## config.mk

```make
export PLATFORM = sky130hd
export DESIGN_NAME = boot_mode_selector
export DESIGN_NICKNAME = d
export VERILOG_FILES = /design/src/shared/boot_mode_pkg.sv /design/src/core/boot_mode_selector.sv
export SDC_FILE = /design/constraint.sdc
export NUM_CORES = 1
export LEC_CHECK = 0
export BUFFER_PORTS_ARGS = -buffer_cell sky130_fd_sc_hd__buf_2
export CAP_MARGIN = 20
export CORE_MARGIN = 2
export CORE_UTILIZATION = 35
export CTS_CLUSTER_DIAMETER = 80
export DETAILED_ROUTE_END_ITERATION = 8
export GPL_ROUTABILITY_DRIVEN = 0
export PLACE_DENSITY_LB_ADDON = 0.3
export RECOVER_POWER = 50
export SYNTH_ARGS = -nofsm -noshare
export SYNTH_HDL_FRONTEND = slang
export SYNTH_SLANG_ARGS = --single-unit
```

## constraint.sdc

```tcl
create_clock -name ref_clk -period 2.7 [get_ports ref_clk]
set_input_delay 0.54 -clock ref_clk [delete_from_list [all_inputs] [get_ports ref_clk]]
set_output_delay 0.54 -clock ref_clk [all_outputs]
set_load 0.02 [all_outputs]
```

## src/shared/boot_mode_pkg.sv

```systemverilog
package boot_mode_pkg;

   // ----------------------------------------------------------------
   // register map (byte addresses)
   // ----------------------------------------------------------------
   localparam logic [7:0] ADDR_ONE_PIN  = 8'h00;
   localparam logic [7:0] ADDR_ONE_LOW  = 8'h04;
   localparam logic [7:0] ADDR_ONE_HIGH = 8'h08;
   localparam logic [7:0] ADDR_TWO_PIN  = 8'h0C;
   localparam logic [7:0] ADDR_TWO_LOW  = 8'h10;
   localparam logic [7:0] ADDR_TWO_HIGH = 8'h14;
   localparam logic [7:0] ADDR_CTRL     = 8'h18;
   localparam logic [7:0] ADDR_STATUS   = 8'h1C;

   // ----------------------------------------------------------------
   // field layouts
   // ----------------------------------------------------------------
   localparam int KEY_LSB      = 24;
   localparam int PIN_LSB_POS  = 0;
   localparam int PIN_MID_POS  = 8;
   localparam int PIN_MSB_POS  = 16;
   localparam int CTRL_RERUN   = 0;
   localparam int CTRL_TWO_PIN = 1;
   localparam int ST_MODE_LSB  = 0;
   localparam int ST_OPT_LSB   = 4;
   localparam int ST_IDX_LSB   = 8;
   localparam int ST_SRC_LSB   = 11;
   localparam int ST_UNSUP     = 13;
   localparam int ST_DONE      = 16;
   localparam int ST_HELD      = 17;

   // ----------------------------------------------------------------
   // values
   // ----------------------------------------------------------------
   localparam logic [7:0]  CONFIG_VALID_KEY = 8'h5A;
   localparam logic [7:0]  PIN_DISABLED     = 8'hFF;
   localparam logic [31:0] OTP_RESET        = 32'h0000_0000;
   localparam logic [31:0] CTRL_RESET       = 32'h0000_0000;
   // default pins: lsb GPIO32, mid GPIO24, msb unused
   localparam logic [31:0] DEFAULT_PIN_CFG  = 32'h00FF_1820;
   // default table: 0 parallel, 1 serial, 2 CAN, 3 flash
   localparam logic [63:0] DEFAULT_TABLE    = 64'h0000_0000_0302_0100;

   localparam logic [3:0] MODE_PARALLEL = 4'h0;
   localparam logic [3:0] MODE_SERIAL   = 4'h1;
   localparam logic [3:0] MODE_CAN      = 4'h2;
   localparam logic [3:0] MODE_FLASH    = 4'h3;
   localparam logic [3:0] MODE_WAIT     = 4'h4;
   localparam logic [3:0] MODE_RAM      = 4'h5;
   localparam logic [3:0] MODE_SPI      = 4'h6;
   localparam logic [3:0] MODE_I2C      = 4'h7;
   localparam logic [3:0] MODE_CAN_FD   = 4'h8;

   localparam logic [1:0] SRC_DEFAULT  = 2'h0;
   localparam logic [1:0] SRC_ZONE_ONE = 2'h1;
   localparam logic [1:0] SRC_ZONE_TWO = 2'h2;

   typedef enum logic [2:0] {
      ST_IDLE,
      ST_PICK,
      ST_SAMPLE,
      ST_DECODE,
      ST_FINISH
   } state_t;

   typedef struct packed {
      logic [3:0] mode;
      logic [3:0] options;
      logic [2:0] index;
      logic [1:0] source;
      logic       unsupported;
   } boot_result_t;

endpackage

```

## src/core/boot_mode_selector.sv

```systemverilog
// Notes on behaviour
// - pin-select word is valid only when bits 31:24 hold 0x5A
// - no valid zone word: sample default pins, index default table
// - both zones valid: zone two wins over zone one
// - pin fields at 7:0, 15:8, 23:16 name the GPIO number to sample
// - field value 0xFF disables that pin; nothing sampled for it
// - pin lsb is index bit 0, pin msb is index bit 2
// - each pin keeps its bit weight whatever the others do
// - enabled pin count sets reachable entries: 1, 2, 4 or 8
// - configured pins use the user table instead of the default table
// - table is low and high words, entry n at bits 8n+7:8n
// - low nibble of chosen entry is the boot mode number
// - high nibble of chosen entry carries option bits
// - unsupported mode: wait with debugger, flash standalone
// - modes 0 parallel to 8 CAN-FD as numbered
// - every reset runs the lookup and selects the boot option
// - after decoding, the select pins are released for reuse
// - two-pin variant: msb unused, both pins may share one GPIO
// - defaults: GPIO24 mid, GPIO32 lsb, 00 parallel to 11 flash
//
// Register access over Avalon-MM and the address map were left to the implementer.
`timescale 1ns/100ps
module boot_mode_selector #(
   parameter int GPIO_COUNT = 256
) (
   input  wire logic                  ref_clk,
   input  wire logic                  rst,
   input  wire logic [7:0]            address,
   input  wire logic                  read,
   input  wire logic                  write,
   input  wire logic [31:0]           writedata,
   input  wire logic [3:0]            byteenable,
   output logic      [31:0]           readdata,
   output logic                       waitrequest,
   input  wire logic [GPIO_COUNT-1:0] gpio_in,
   input  wire logic                  debugger_attached,
   output logic      [3:0]            boot_mode,
   output logic      [3:0]            boot_options,
   output logic                       boot_done,
   output logic                       select_pins_held
);

   // ----------------------------------------------------------------
   // functions
   // ----------------------------------------------------------------
   function automatic logic cfg_valid(input logic [31:0] cfg);
      cfg_valid = (cfg[boot_mode_pkg::KEY_LSB +: 8] == boot_mode_pkg::CONFIG_VALID_KEY);
   endfunction

   function automatic logic sample_pin(input logic [GPIO_COUNT-1:0] gpio,
                                       input logic [7:0]            num);
      sample_pin = 1'b0;
      if (num != boot_mode_pkg::PIN_DISABLED && 32'(num) < GPIO_COUNT) begin
         sample_pin = gpio[num];
      end
   endfunction

   function automatic logic [7:0] entry_of(input logic [63:0] table_v,
                                           input logic [2:0]  idx);
      entry_of = table_v[{idx, 3'b000} +: 8];
   endfunction

   function automatic logic [31:0] merge_be(input logic [31:0] old,
                                            input logic [31:0] data,
                                            input logic [3:0]  be);
      merge_be = old;
      for (int i = 0; i < 4; i++) begin
         if (be[i]) begin
            merge_be[i*8 +: 8] = data[i*8 +: 8];
         end
      end
   endfunction

   // ----------------------------------------------------------------
   // registers
   // ----------------------------------------------------------------
   logic [31:0]                 zone1_pin_q;
   logic [31:0]                 zone1_low_q;
   logic [31:0]                 zone1_high_q;
   logic [31:0]                 zone2_pin_q;
   logic [31:0]                 zone2_low_q;
   logic [31:0]                 zone2_high_q;
   logic [31:0]                 ctrl_q;
   logic [31:0]                 readdata_q;
   logic                        waitrequest_q;
   boot_mode_pkg::state_t       state_q;
   logic [31:0]                 cfg_q;
   logic [63:0]                 table_q;
   boot_mode_pkg::boot_result_t res_q;
   logic [3:0]                  mode_q;
   logic [3:0]                  options_q;
   logic [2:0]                  index_q;
   logic [1:0]                  source_q;
   logic                        unsup_q;
   logic                        done_q;
   logic                        held_q;
   logic                        finished_q;
   logic                        wr_take;
   logic                        req_new;
   logic                        rerun_req;
   logic [31:0]                 status_w;
   logic [7:0]                  entry_w;

   assign wr_take   = write && !waitrequest_q;
   assign req_new   = (read || write) && waitrequest_q;
   assign rerun_req = wr_take && address == boot_mode_pkg::ADDR_CTRL
                      && byteenable[0] && writedata[boot_mode_pkg::CTRL_RERUN];
   assign entry_w   = entry_of(table_q, res_q.index);
   assign res_q     = '{mode: mode_q, options: options_q, index: index_q,
                        source: source_q, unsupported: unsup_q};

   always_comb begin
      status_w = 32'h0000_0000;
      status_w[boot_mode_pkg::ST_MODE_LSB +: 4] = res_q.mode;
      status_w[boot_mode_pkg::ST_OPT_LSB +: 4]  = res_q.options;
      status_w[boot_mode_pkg::ST_IDX_LSB +: 3]  = res_q.index;
      status_w[boot_mode_pkg::ST_SRC_LSB +: 2]  = res_q.source;
      status_w[boot_mode_pkg::ST_UNSUP]         = res_q.unsupported;
      status_w[boot_mode_pkg::ST_DONE]          = finished_q;
      status_w[boot_mode_pkg::ST_HELD]          = held_q;
   end

   // ----------------------------------------------------------------
   // bus handshake: one wait cycle, then answer
   // ----------------------------------------------------------------
   always_ff @(posedge ref_clk) begin
      if (rst) begin
         waitrequest_q <= 1'b1;
      end else if (req_new) begin
         waitrequest_q <= 1'b0;
      end else begin
         waitrequest_q <= 1'b1;
      end
   end

   always_ff @(posedge ref_clk) begin
      if (rst) begin
         readdata_q <= 32'h0000_0000;
      end else if (read && waitrequest_q) begin
         unique case (address)
            boot_mode_pkg::ADDR_ONE_PIN:   readdata_q <= zone1_pin_q;
            boot_mode_pkg::ADDR_ONE_LOW:   readdata_q <= zone1_low_q;
            boot_mode_pkg::ADDR_ONE_HIGH:  readdata_q <= zone1_high_q;
            boot_mode_pkg::ADDR_TWO_PIN:   readdata_q <= zone2_pin_q;
            boot_mode_pkg::ADDR_TWO_LOW:   readdata_q <= zone2_low_q;
            boot_mode_pkg::ADDR_TWO_HIGH:  readdata_q <= zone2_high_q;
            boot_mode_pkg::ADDR_CTRL:      readdata_q <= ctrl_q;
            boot_mode_pkg::ADDR_STATUS:    readdata_q <= status_w;
            default:                       readdata_q <= 32'h0000_0000;
         endcase
      end
   end

   // ----------------------------------------------------------------
   // configuration words
   // ----------------------------------------------------------------
   always_ff @(posedge ref_clk) begin
      if (rst) begin
         zone1_pin_q  <= boot_mode_pkg::OTP_RESET;
         zone1_low_q  <= boot_mode_pkg::OTP_RESET;
         zone1_high_q <= boot_mode_pkg::OTP_RESET;
         zone2_pin_q  <= boot_mode_pkg::OTP_RESET;
         zone2_low_q  <= boot_mode_pkg::OTP_RESET;
         zone2_high_q <= boot_mode_pkg::OTP_RESET;
      end else if (wr_take) begin
         if (address == boot_mode_pkg::ADDR_ONE_PIN) begin
            zone1_pin_q <= merge_be(zone1_pin_q, writedata, byteenable);
         end
         if (address == boot_mode_pkg::ADDR_ONE_LOW) begin
            zone1_low_q <= merge_be(zone1_low_q, writedata, byteenable);
         end
         if (address == boot_mode_pkg::ADDR_ONE_HIGH) begin
            zone1_high_q <= merge_be(zone1_high_q, writedata, byteenable);
         end
         if (address == boot_mode_pkg::ADDR_TWO_PIN) begin
            zone2_pin_q <= merge_be(zone2_pin_q, writedata, byteenable);
         end
         if (address == boot_mode_pkg::ADDR_TWO_LOW) begin
            zone2_low_q <= merge_be(zone2_low_q, writedata, byteenable);
         end
         if (address == boot_mode_pkg::ADDR_TWO_HIGH) begin
            zone2_high_q <= merge_be(zone2_high_q, writedata, byteenable);
         end
      end
   end

   // rerun bit self-clears; only the two-pin bit is stored
   always_ff @(posedge ref_clk) begin
      if (rst) begin
         ctrl_q <= boot_mode_pkg::CTRL_RESET;
      end else if (wr_take && address == boot_mode_pkg::ADDR_CTRL && byteenable[0]) begin
         ctrl_q[boot_mode_pkg::CTRL_TWO_PIN] <= writedata[boot_mode_pkg::CTRL_TWO_PIN];
      end
   end

   // ----------------------------------------------------------------
   // lookup sequence
   // ----------------------------------------------------------------
   always_ff @(posedge ref_clk) begin
      if (rst) begin
         state_q <= boot_mode_pkg::ST_PICK;
      end else begin
         unique case (state_q)
            boot_mode_pkg::ST_IDLE:   state_q <= rerun_req ? boot_mode_pkg::ST_PICK
                                                          : boot_mode_pkg::ST_IDLE;
            boot_mode_pkg::ST_PICK:   state_q <= boot_mode_pkg::ST_SAMPLE;
            boot_mode_pkg::ST_SAMPLE: state_q <= boot_mode_pkg::ST_DECODE;
            boot_mode_pkg::ST_DECODE: state_q <= boot_mode_pkg::ST_FINISH;
            boot_mode_pkg::ST_FINISH: state_q <= boot_mode_pkg::ST_IDLE;
         endcase
      end
   end

   // zone choice and table choice
   always_ff @(posedge ref_clk) begin
      if (rst) begin
         cfg_q    <= boot_mode_pkg::DEFAULT_PIN_CFG;
         table_q  <= boot_mode_pkg::DEFAULT_TABLE;
         source_q <= boot_mode_pkg::SRC_DEFAULT;
      end else if (state_q == boot_mode_pkg::ST_PICK) begin
         if (cfg_valid(zone2_pin_q)) begin
            cfg_q    <= zone2_pin_q;
            table_q  <= {zone2_high_q, zone2_low_q};
            source_q <= boot_mode_pkg::SRC_ZONE_TWO;
         end else if (cfg_valid(zone1_pin_q)) begin
            cfg_q    <= zone1_pin_q;
            table_q  <= {zone1_high_q, zone1_low_q};
            source_q <= boot_mode_pkg::SRC_ZONE_ONE;
         end else begin
            cfg_q    <= boot_mode_pkg::DEFAULT_PIN_CFG;
            table_q  <= boot_mode_pkg::DEFAULT_TABLE;
            source_q <= boot_mode_pkg::SRC_DEFAULT;
         end
         if (ctrl_q[boot_mode_pkg::CTRL_TWO_PIN]) begin
            cfg_q[boot_mode_pkg::PIN_MSB_POS +: 8] <= boot_mode_pkg::PIN_DISABLED;
         end
      end
   end

   // pin sampling into a weighted index
   always_ff @(posedge ref_clk) begin
      if (rst) begin
         index_q <= 3'b000;
      end else if (state_q == boot_mode_pkg::ST_SAMPLE) begin
         index_q <= {sample_pin(gpio_in, cfg_q[boot_mode_pkg::PIN_MSB_POS +: 8]),
                     sample_pin(gpio_in, cfg_q[boot_mode_pkg::PIN_MID_POS +: 8]),
                     sample_pin(gpio_in, cfg_q[boot_mode_pkg::PIN_LSB_POS +: 8])};
      end
   end

   // entry decode
   always_ff @(posedge ref_clk) begin
      if (rst) begin
         mode_q    <= boot_mode_pkg::MODE_PARALLEL;
         options_q <= 4'h0;
         unsup_q   <= 1'b0;
      end else if (state_q == boot_mode_pkg::ST_DECODE) begin
         options_q <= entry_w[7:4];
         if (entry_w[3:0] > boot_mode_pkg::MODE_CAN_FD) begin
            unsup_q <= 1'b1;
            mode_q  <= debugger_attached ? boot_mode_pkg::MODE_WAIT
                                         : boot_mode_pkg::MODE_FLASH;
         end else begin
            unsup_q <= 1'b0;
            mode_q  <= entry_w[3:0];
         end
      end
   end

   // done pulse and pin release
   always_ff @(posedge ref_clk) begin
      if (rst) begin
         done_q     <= 1'b0;
         held_q     <= 1'b1;
         finished_q <= 1'b0;
      end else begin
         done_q <= (state_q == boot_mode_pkg::ST_FINISH);
         if (state_q == boot_mode_pkg::ST_FINISH) begin
            held_q     <= 1'b0;
            finished_q <= 1'b1;
         end else if (state_q == boot_mode_pkg::ST_PICK) begin
            held_q     <= 1'b1;
            finished_q <= 1'b0;
         end
      end
   end

   assign readdata         = readdata_q;
   assign waitrequest      = waitrequest_q;
   assign boot_mode        = res_q.mode;
   assign boot_options     = res_q.options;
   assign boot_done        = done_q;
   assign select_pins_held = held_q;

   // ----------------------------------------------------------------
   // checks
   // ----------------------------------------------------------------
   a_zone_two_wins:
   assert property (@(posedge ref_clk) disable iff (rst)
      state_q == boot_mode_pkg::ST_PICK && cfg_valid(zone2_pin_q)
      |=> res_q.source == boot_mode_pkg::SRC_ZONE_TWO)
      else $error("zone two config not preferred");

   a_default_fallback:
   assert property (@(posedge ref_clk) disable iff (rst)
      state_q == boot_mode_pkg::ST_PICK && !cfg_valid(zone1_pin_q) && !cfg_valid(zone2_pin_q)
      |=> res_q.source == boot_mode_pkg::SRC_DEFAULT
          && table_q == boot_mode_pkg::DEFAULT_TABLE)
      else $error("default path not taken");

   a_key_required:
   assert property (@(posedge ref_clk) disable iff (rst)
      state_q == boot_mode_pkg::ST_PICK ##1 res_q.source == boot_mode_pkg::SRC_ZONE_ONE
      |-> cfg_valid($past(zone1_pin_q)))
      else $error("zone one used without key");

   a_table_zone:
   assert property (@(posedge ref_clk) disable iff (rst)
      state_q == boot_mode_pkg::ST_PICK && !cfg_valid(zone2_pin_q) && cfg_valid(zone1_pin_q)
      |=> table_q == {$past(zone1_high_q), $past(zone1_low_q)})
      else $error("zone one table not selected");

   a_two_pin_msb:
   assert property (@(posedge ref_clk) disable iff (rst)
      state_q == boot_mode_pkg::ST_PICK && ctrl_q[boot_mode_pkg::CTRL_TWO_PIN]
      |=> cfg_q[boot_mode_pkg::PIN_MSB_POS +: 8] == boot_mode_pkg::PIN_DISABLED)
      else $error("two-pin mode kept msb pin");

   a_disabled_zero:
   assert property (@(posedge ref_clk) disable iff (rst)
      state_q == boot_mode_pkg::ST_SAMPLE
      && cfg_q[boot_mode_pkg::PIN_MSB_POS +: 8] == boot_mode_pkg::PIN_DISABLED
      |=> !res_q.index[2])
      else $error("disabled pin drove index");

   a_index_weight:
   assert property (@(posedge ref_clk) disable iff (rst)
      state_q == boot_mode_pkg::ST_SAMPLE
      |=> res_q.index[0] == $past(sample_pin(gpio_in, cfg_q[7:0])))
      else $error("lsb pin not at index bit 0");

   a_mode_nibble:
   assert property (@(posedge ref_clk) disable iff (rst)
      state_q == boot_mode_pkg::ST_DECODE && entry_w[3:0] <= boot_mode_pkg::MODE_CAN_FD
      |=> res_q.mode == $past(entry_w[3:0]) && res_q.options == $past(entry_w[7:4]))
      else $error("mode or options not from entry");

   a_unsupported_fallback:
   assert property (@(posedge ref_clk) disable iff (rst)
      state_q == boot_mode_pkg::ST_DECODE && entry_w[3:0] > boot_mode_pkg::MODE_CAN_FD
      && !debugger_attached
      |=> res_q.mode == boot_mode_pkg::MODE_FLASH)
      else $error("standalone unsupported mode not flash");

   a_wait_debug:
   assert property (@(posedge ref_clk) disable iff (rst)
      state_q == boot_mode_pkg::ST_DECODE && entry_w[3:0] > boot_mode_pkg::MODE_CAN_FD
      && debugger_attached
      |=> res_q.mode == boot_mode_pkg::MODE_WAIT && res_q.unsupported)
      else $error("unsupported mode with debugger not wait");

   a_pins_release:
   assert property (@(posedge ref_clk) disable iff (rst)
      state_q == boot_mode_pkg::ST_PICK |-> ##4 done_q ##0 !held_q)
      else $error("pins not released with done");

   a_pins_held:
   assert property (@(posedge ref_clk) disable iff (rst)
      state_q == boot_mode_pkg::ST_SAMPLE |-> held_q)
      else $error("select pins released before sampling");

   a_done_pulse:
   assert property (@(posedge ref_clk) disable iff (rst)
      done_q |=> !done_q)
      else $error("done longer than one cycle");

endmodule

```

After elaboration in Yosys (flattened, before gate mapping) --
Index checks and enable logic that the tools add are counted.
Word-level totals: bits in registers 334, input port bits 305, output and inout port bits 43, word-level logic and storage cells 121
Operators by class: magnitude comparators 4, equality and inequality tests 16, shift-type cells 1, mux-type cells 27, reduce and logical (&&, ||, !) cells 35
Operators by type and width (count):
- one-hot mux 32 bit (8 select lines) | 1
- two-way mux 64 bit | 2
- AND reduction 3 bit | 24
- variable part select 64 x 7 -> 8 bit | 1
- two-way mux 24 bit | 2
- equality test 8 x 5 -> 1 bit, second input constant | 4
- < comparator 8 x 9 -> 1 bit, second input constant | 3
- binary-select mux 1 bit (select 8 bit) | 3
- != test 8 bit, second input constant | 3
- equality test 8 x 4 -> 1 bit, second input constant | 2
- equality test 8 x 7 -> 1 bit, second input constant | 2
- one-hot mux 3 bit (5 select lines) | 1
- two-way mux 1 bit | 14
- equality test 8 x 3 -> 1 bit, second input constant | 1
- logical NOT 8 bit | 1
- two-way mux 8 bit | 1
- equality test 3 x 2 -> 1 bit, second input constant | 2
- logical AND 1 bit | 6
- > comparator 4 bit, second input constant | 1
- two-way mux 4 bit | 1
- equality test 3 x 1 -> 1 bit, second input constant | 1
- equality test 3 bit, second input constant | 1
- logical NOT 3 bit | 1
- two-way mux 3 bit | 1
- 4 further kinds | 4

Longest topological paths before layout --
Gate-level depths: netlist (run 1).
depth in word-level cells 7, gate-level depth with buffers 9, depth with buffers taken out 6

Worst setup path before layout (run 1) --
No wires, ideal clock.
kind register to register, start register cfg_q[0], end register index_q[0], setup time 0.117 ns, data arrival time 2.249 ns, required time 2.583 ns, path slack 0.334 ns, cell stages (with the launch flop) 10, period minus slack after synthesis 2.366 ns, cells stage by stage dfxtp_1 > clkbuf_1 > buf_2 > buf_2 > mux4_2 > a22oi_1 > nand2_1 > a31oi_1 > nand3_1 > a32o_1
On the way: cells in the longest elaborated chain, start to end 3
RTL lines:
- start: declaration | RTL line boot_mode_selector.sv:87 | logic [31:0] cfg_q;
- start signal: assignment | RTL line boot_mode_selector.sv:217 | cfg_q <= boot_mode_pkg::DEFAULT_PIN_CFG;
- start signal: assignment | RTL line boot_mode_selector.sv:222 | cfg_q <= zone2_pin_q;
- start signal: assignment | RTL line boot_mode_selector.sv:226 | cfg_q <= zone1_pin_q;
- binary-select mux 1 bit (select 8 bit) | RTL line boot_mode_selector.sv:54 | sample_pin = gpio[num];
- two-way mux 1 bit (not written as such) | RTL line boot_mode_selector.sv:54
- two-way mux 1 bit (*) | RTL line boot_mode_selector.sv:53 | if (num != boot_mode_pkg::PIN_DISABLED && 32'(num) < GPIO_COUNT) begin
- end signal: assignment | RTL line boot_mode_selector.sv:245 | index_q <= {sample_pin(gpio_in, cfg_q[boot_mode_pkg::PIN_MSB_POS +: 8]),
- end: declaration | RTL line boot_mode_selector.sv:92 | logic [2:0] index_q;
Mark *: on every way between the ends. The rest lies on a longest branch, timed or not. The select of a mux whose other input is x is not followed. A chain may end at the register's enable or synchronous reset.

Worst setup path in the final report (run 1) --
start register zone2_pin_q[31], end register table_q[30]
On the way: cells in the longest elaborated chain, start to end 2
RTL lines:
- start: declaration | RTL line boot_mode_selector.sv:80 | logic [31:0] zone2_pin_q;
- start signal: assignment | RTL line boot_mode_selector.sv:162 | zone2_pin_q <= boot_mode_pkg::OTP_RESET;
- start signal: assignment | RTL line boot_mode_selector.sv:176 | zone2_pin_q <= merge_be(zone2_pin_q, writedata, byteenable);
- equality test 8 x 7 -> 1 bit | RTL line boot_mode_selector.sv:47 | cfg_valid = (cfg[boot_mode_pkg::KEY_LSB +: 8] == boot_mode_pkg::CONFIG_VALID_KEY);
- two-way mux 64 bit | RTL line boot_mode_selector.sv:221 | if (cfg_valid(zone2_pin_q)) begin
- end signal: assignment | RTL line boot_mode_selector.sv:218 | table_q <= boot_mode_pkg::DEFAULT_TABLE;
- end signal: assignment | RTL line boot_mode_selector.sv:223 | table_q <= {zone2_high_q, zone2_low_q};
- end signal: assignment | RTL line boot_mode_selector.sv:227 | table_q <= {zone1_high_q, zone1_low_q};
- end: declaration | RTL line boot_mode_selector.sv:88 | logic [63:0] table_q;
No other way between the ends.

==> results.toml, run 1 <==
[run_status]
status = "finished, final reports clean"

[power]
p_leak_nw = 8.86
power_density_nw_per_um2 = 460
ir_drop_uv = 406

[synthesis]
netlist_instances = 2021
netlist_area_um2 = 20000
ys_seq_area_frac = 0.335
synth_seq_cells = 334
synthArstFlopShare = 0
ys_warn_count = 0
synth.distinct_cells = 68
synthesis.nets = 2326
ys.flop_type = "dfxtp_1"
avgSynthCellArea_um2 = 9.89
synth_edf_count = 0

[die]
coreArea_um2 = 56400
die_w_um = 243
row_count = 87
dieArea_um2 = 59000
pin_count = 348
start_util = 0.354
die_h_um = 243

[sta]
final.setup.tns_ns = 0
finalHoldViolations = 0
finalCritPeriodShare = 0.979
rsz0062_at_grt = "no"
setup_violations = 0
period_needed_ns = 2.64
relSlewSlack = 0.319
fmax_mhz = 378
fin_skew_ns = 0.00828
maxSlewViolCount = 0
worst_pin_slew_ns = 1.02

[cells_and_area]
register_area_um2 = 6710
n_fill_cell = 5575
final_nets = 2666
multiInputGateArea_um2 = 12200
area_delta_synth_final_pct = 21.6
drive_gt1_frac = 0.296
finalNonFillerCells = 3151

[flow_run]
maxCapViolations = 0

[placed_design]
numPortBuffers = 347
place_hpwl_mm = 61.3
dpl.cell_count = 3075

[setup_path]
rr_worst_depth = 7
criticalPathCategory = "reg -> reg"
slowest_stage = "nor4b_1"
crit_path_start_kind = "flop"
cp_max_fo = 68
r2r_end = "table_q[30]"
cp_slowest_stage_delay_ns = 0.53
rrSetupSlack_ns = 0.06
cp.arrival_ns = 3.10
worstSetupEndpointType = "flop"
r2r_start = "zone2_pin_q[31]"
crit_required_ns = 3.16
worstPathCellList = "nor4b_1, nand4_1, clkbuf_2, nor3_2, buf_12, a222oi_1, inv_1"

[route]
wl_per_cell_um = 26.6
drtPass1Iterations = 7
postRouteAntennaNets = 0
routed_wl_mm = 83.9
vias = 20100
drtIter0Drc = 3013
drc = 0
viasPerCell = 6.39

[clock_network]
clk_pin_slew_ns = 0.06
htree_levels = 2
cts_root_buf = "clkbuf_16"
cts_tree = "done"
cts_buffer_depth = 3
cts_hold_buf = 0
cts_num_sinks = 334
cts-buffers-inserted = 36
clk_latency_ns = 0.51

[worst_hold_path]
hold_start = "read"
min_to = "waitrequest"
worstHoldPathType = "in -> reg"
min_path_cells = 2

[global_route]
grt_pass1_wl_mm = 124
grt_overflow = 0
antenna_found_initial = 9
grt_pass1_vias = 19200
grt_use_total = 0.273
grt_start_max_net_pins = 111
state kept, by name, summed over array words and instances (netlist names), 2 cells and up:
signal / flops
readdata: 32
source_q: 2
index_q: 3
boot_options: 4
boot_mode: 4
state_q: 3
zone1_low_q: 32
zone1_pin_q: 32
zone2_pin_q: 32
zone2_low_q: 32
table_q: 64
zone1_high_q: 32
zone2_high_q: 32
cfg_q: 24
kinds of logic after synthesis:
kind of cell,share of synthesized area
buffers and inverters,0.0568
flip-flops,0.335
multiplexers,0.301
AND/OR/NAND/NOR,0.102
AO/OA/AOI/OAI,0.205
XOR/XNOR,0.000877
cell usage after synthesis (all sizes together) (16+ instances only):
| library cell | n | share of area |
|---|---|---|
| a22oi | 115 | 0.043 |
| dfxtp | 334 | 0.33 |
| mux2i | 137 | 0.069 |
| a21oi | 171 | 0.043 |
| nand2 | 177 | 0.033 |
| nor2b | 20 | 0.0063 |
| nand3 | 24 | 0.0065 |
| buf | 58 | 0.016 |
| inv | 85 | 0.016 |
| a222oi | 88 | 0.044 |
| clkbuf | 131 | 0.025 |
| nor2 | 165 | 0.032 |
| o211ai | 16 | 0.0060 |
| mux4 | 198 | 0.23 |
| o22ai | 18 | 0.0056 |
| a31oi | 41 | 0.013 |
| o21ai | 105 | 0.026 |
layout by cell type, fill, tap and decap left out, types with 11 or more instances in the layout:
cell / count
mux4_2: 187
mux4_1: 11
nand2_1: 177
buf_12: 21
buf_4: 93
clkbuf_1: 72
a222oi_1: 88
nor2_1: 159
o22ai_1: 18
nor2b_1: 20
buf_2: 303
o211ai_1: 16
a21oi_1: 171
mux2i_1: 137
inv_1: 84
mux2_2: 13
dfxtp_1: 327
clkbuf_16: 37
a31oi_1: 41
o21ai_0: 105
nand3_1: 24
a22oi_1: 115
routing by layer:
| layer | routed length [um] | GRT usage |
|---|---|---|
| met4 | 3340 | 0.101 |
| met3 | 9460 | 0.0464 |
| met1 | 31600 | 0.357 |
| met2 | 39500 | 0.452 |
| met5 | 17 | 0 |
layout make-up:
| type | instances | share of cell area |
|---|---|---|
| multi-input cells | 1412 | 0.501 |
| inverters | 86 | 0.0133 |
| clock buffers | 52 | 0.0425 |
| repair buffers | 491 | 0.122 |
| clock inverters | 12 | 0.00566 |
| diodes | 8 | 0.000824 |
| flip-flops and latches | 334 | 0.276 |
| well taps | 756 | 0.0389 |
metrics by stage:
stage	instance area, um^2	util	hold WS, ns	setup slack [ns]	total power (W)
floorplan	20000	-	0.427	0.334	0.00568
global placement	23300	0.413	0.418	0.0657	0.00630
detailed placement	23300	0.413	0.439	0.0573	0.00632
CTS	24500	0.434	0.239	0.0430	0.0112
global route	24300	0.431	0.268	0.00710	0.0115
finish	24300	0.431	0.251	0.0565	0.0112
report_power, final:
group / internal, W / switching (W) / total (W)
clock: 0.00294 / 0.00199 / 0.00494
combinational: 0.000528 / 0.000701 / 0.00123
sequential: 0.00495 / 0.0000640 / 0.00502
total: 0.00843 / 0.00276 / 0.0112
worst max path at each step:
stage,startpoint,end,slack (ns)
after floorplan,cfg_q[0],index_q[0],0.33
after global placement,cfg_q[16],index_q[2],0.07
after detailed placement,cfg_q[17],index_q[2],0.06
after CTS,cfg_q[17],index_q[2],0.04
after global routing,address[1],zone2_low_q[29],0.007
final,zone2_pin_q[31],table_q[30],0.06
critical path, delay by kind of cell (launching register included):
kind | cells | cell delay [ns]
flops | 1 | 0.33
simple gates | 3 | 1.11
compound gates | 1 | 0.16
buf+inv | 3 | 0.92
what timing repair did:
item                       in CTS  in global routing
gates resized for setup         0                  1
buffers inserted                0                  3
setup endpoints to repair       0                  1
Note: power is estimated with default switching activity, not from simulation.
==> run 2: changes to the inputs <==
--- a/config.mk
+++ b/config.mk
@@ -7,6 +7,7 @@
 export LEC_CHECK = 0
 export BUFFER_PORTS_ARGS = -buffer_cell sky130_fd_sc_hd__buf_2
 export CAP_MARGIN = 20
+export CORE_ASPECT_RATIO = 0.5
 export CORE_MARGIN = 2
 export CORE_UTILIZATION = 35
 export CTS_CLUSTER_DIAMETER = 80
==> results.toml, run 2 (same netlist as run 1, synthesis figures left out) <==
[run_status]
status = "finished, final reports clean"

[setup_path]
criticalPathCategory = "reg -> reg"
crit_required_ns = 3.19
worstSetupEndpointType = "flop"
cp.arrival_ns = 3.18
cp_max_fo = 18
crit_path_start_kind = "flop"

[route]
vias = 19800
routed_wl_mm = 82.6
drtIter0Drc = 2894
drc = 0
postRouteAntennaNets = 0
drtPass1Iterations = 7
wl_per_cell_um = 26.1
viasPerCell = 6.25

[global_route]
antenna_found_initial = 10
grt_pass1_wl_mm = 122
grt_overflow = 0
grt_pass1_vias = 18800
grt_start_max_net_pins = 177
grt_use_total = 0.267

[clock_network]
cts_num_sinks = 334
clk_pin_slew_ns = 0.06
cts_hold_buf = 0
clk_latency_ns = 0.54
cts_root_buf = "clkbuf_16"
htree_levels = 2
cts-buffers-inserted = 36
cts_buffer_depth = 3
cts_tree = "done"

[cells_and_area]
drive_gt1_frac = 0.302
largest_reg_flops = 64
final_common_cell = "dfxtp_1"
final_cell_mix = "327 x dfxtp_1, 304 x buf_2, 187 x mux4_2"
regMostFlops = "table_q"
final_nets = 2682
area_delta_synth_final_pct = 22.3

[sta]
worst_pin_slew_ns = 0.941
relSlewSlack = 0.373
maxSlewViolCount = 0
setup_violations = 0
holdWs_ns = 0.211
rsz0062_at_grt = "no"
finalCritPeriodShare = 0.998
fmax_mhz = 371
fin_skew_ns = 0.0253
finalHoldViolations = 0
final.setup.tns_ns = 0
period_needed_ns = 2.69

[placed_design]
numPortBuffers = 347
place_hpwl_mm = 59.0

[power]
internal-power_w = 0.00834
sw_frac_of_total = 0.251
clockPowerShare = 0.439
p_switching_w = 0.00280
p_leak_nw = 8.96
combinationalPowerShare = 0.111
pwr-share-seq = 0.451
ir_drop_uv = 409
power_density_nw_per_um2 = 456

[die]
die_h_um = 173
die_w_um = 342
coreArea_um2 = 56000
start_util = 0.357
dieArea_um2 = 59100
pin_count = 348
row_count = 61

[worst_hold_path]
worstHoldPathType = "in -> reg"

[flow_run]
maxCapViolations = 0
[run 2: final cells by class]
class | count | area, um^2
Antenna cell | 8 | 20.0
Clock buffer | 57 | 1080
Clock inverter | 7 | 78.8
Fill cell | 5487 | 31600
Inverter | 86 | 323
Multi-Input combinational cell | 1412 | 12200
Sequential cell | 334 | 6710
Tap cell | 756 | 946
Timing Repair Buffer | 507 | 3100
[run 2: through the flow]
stage | total power [W] | worst slack (ns) | util | area (um^2) | std cells
after floorplan | 0.00568 | 0.334 | - | 20000 | 2021
after global placement | 0.00633 | 0.0233 | 0.418 | 23400 | 3094
after detailed placement | 0.00634 | 0.0106 | 0.418 | 23400 | 3094
after CTS | 0.0112 | 0.000549 | 0.439 | 24600 | 3158
after global routing | 0.0115 | 0.00996 | 0.436 | 24400 | 3166
final | 0.0111 | 0.00601 | 0.436 | 24400 | 3167
[run 2: path summary, 6_finish.rpt]
path | start | endpoint | slack [ns] | depth (start not counted)
hold reg to reg | waitrequest | waitrequest | 0.45 | 1
setup reg to reg | cfg_q[16] | index_q[2] | 0.006 | 7
hold / removal | read | waitrequest | 0.21 | 2
setup / recovery | cfg_q[16] | index_q[2] | 0.006 | 7
[run 2: power by group through the flow]
stage	logic (W)	clock network, W	registers (W)
final	0.00123	0.00489	0.00502
after CTS	0.00122	0.00493	0.00502
after detailed placement	0.00121	0	0.00513
after global routing	0.00129	0.00515	0.00502
after global placement	0.00121	0	0.00512
after floorplan	0.000579	0	0.00510
[run 2: critical path, cell delays in order (launching register included)]
cell and delay [ns]:
dfxtp_4 0.58, buf_4 0.32, mux4_1 0.37, mux2i_1 0.10, o211ai_1 0.25, nand4_1 0.15
a2111oi_0 0.70, a2111o_1 0.16
[run 2: metal layers]
layer  global-route usage  share of wire  vias to the layer above
met5                    0        0.00033                        -
met2                0.442           0.47                     1152
li1                     -              -                     8628
met4                0.104          0.043                        4
met3               0.0454          0.089                      210
met1                0.348           0.40                     9794
[run 2: timing repair]
item	in CTS	in global routing
setup buffers	0	1
setup endpoints to repair	0	1
resized for setup	0	1
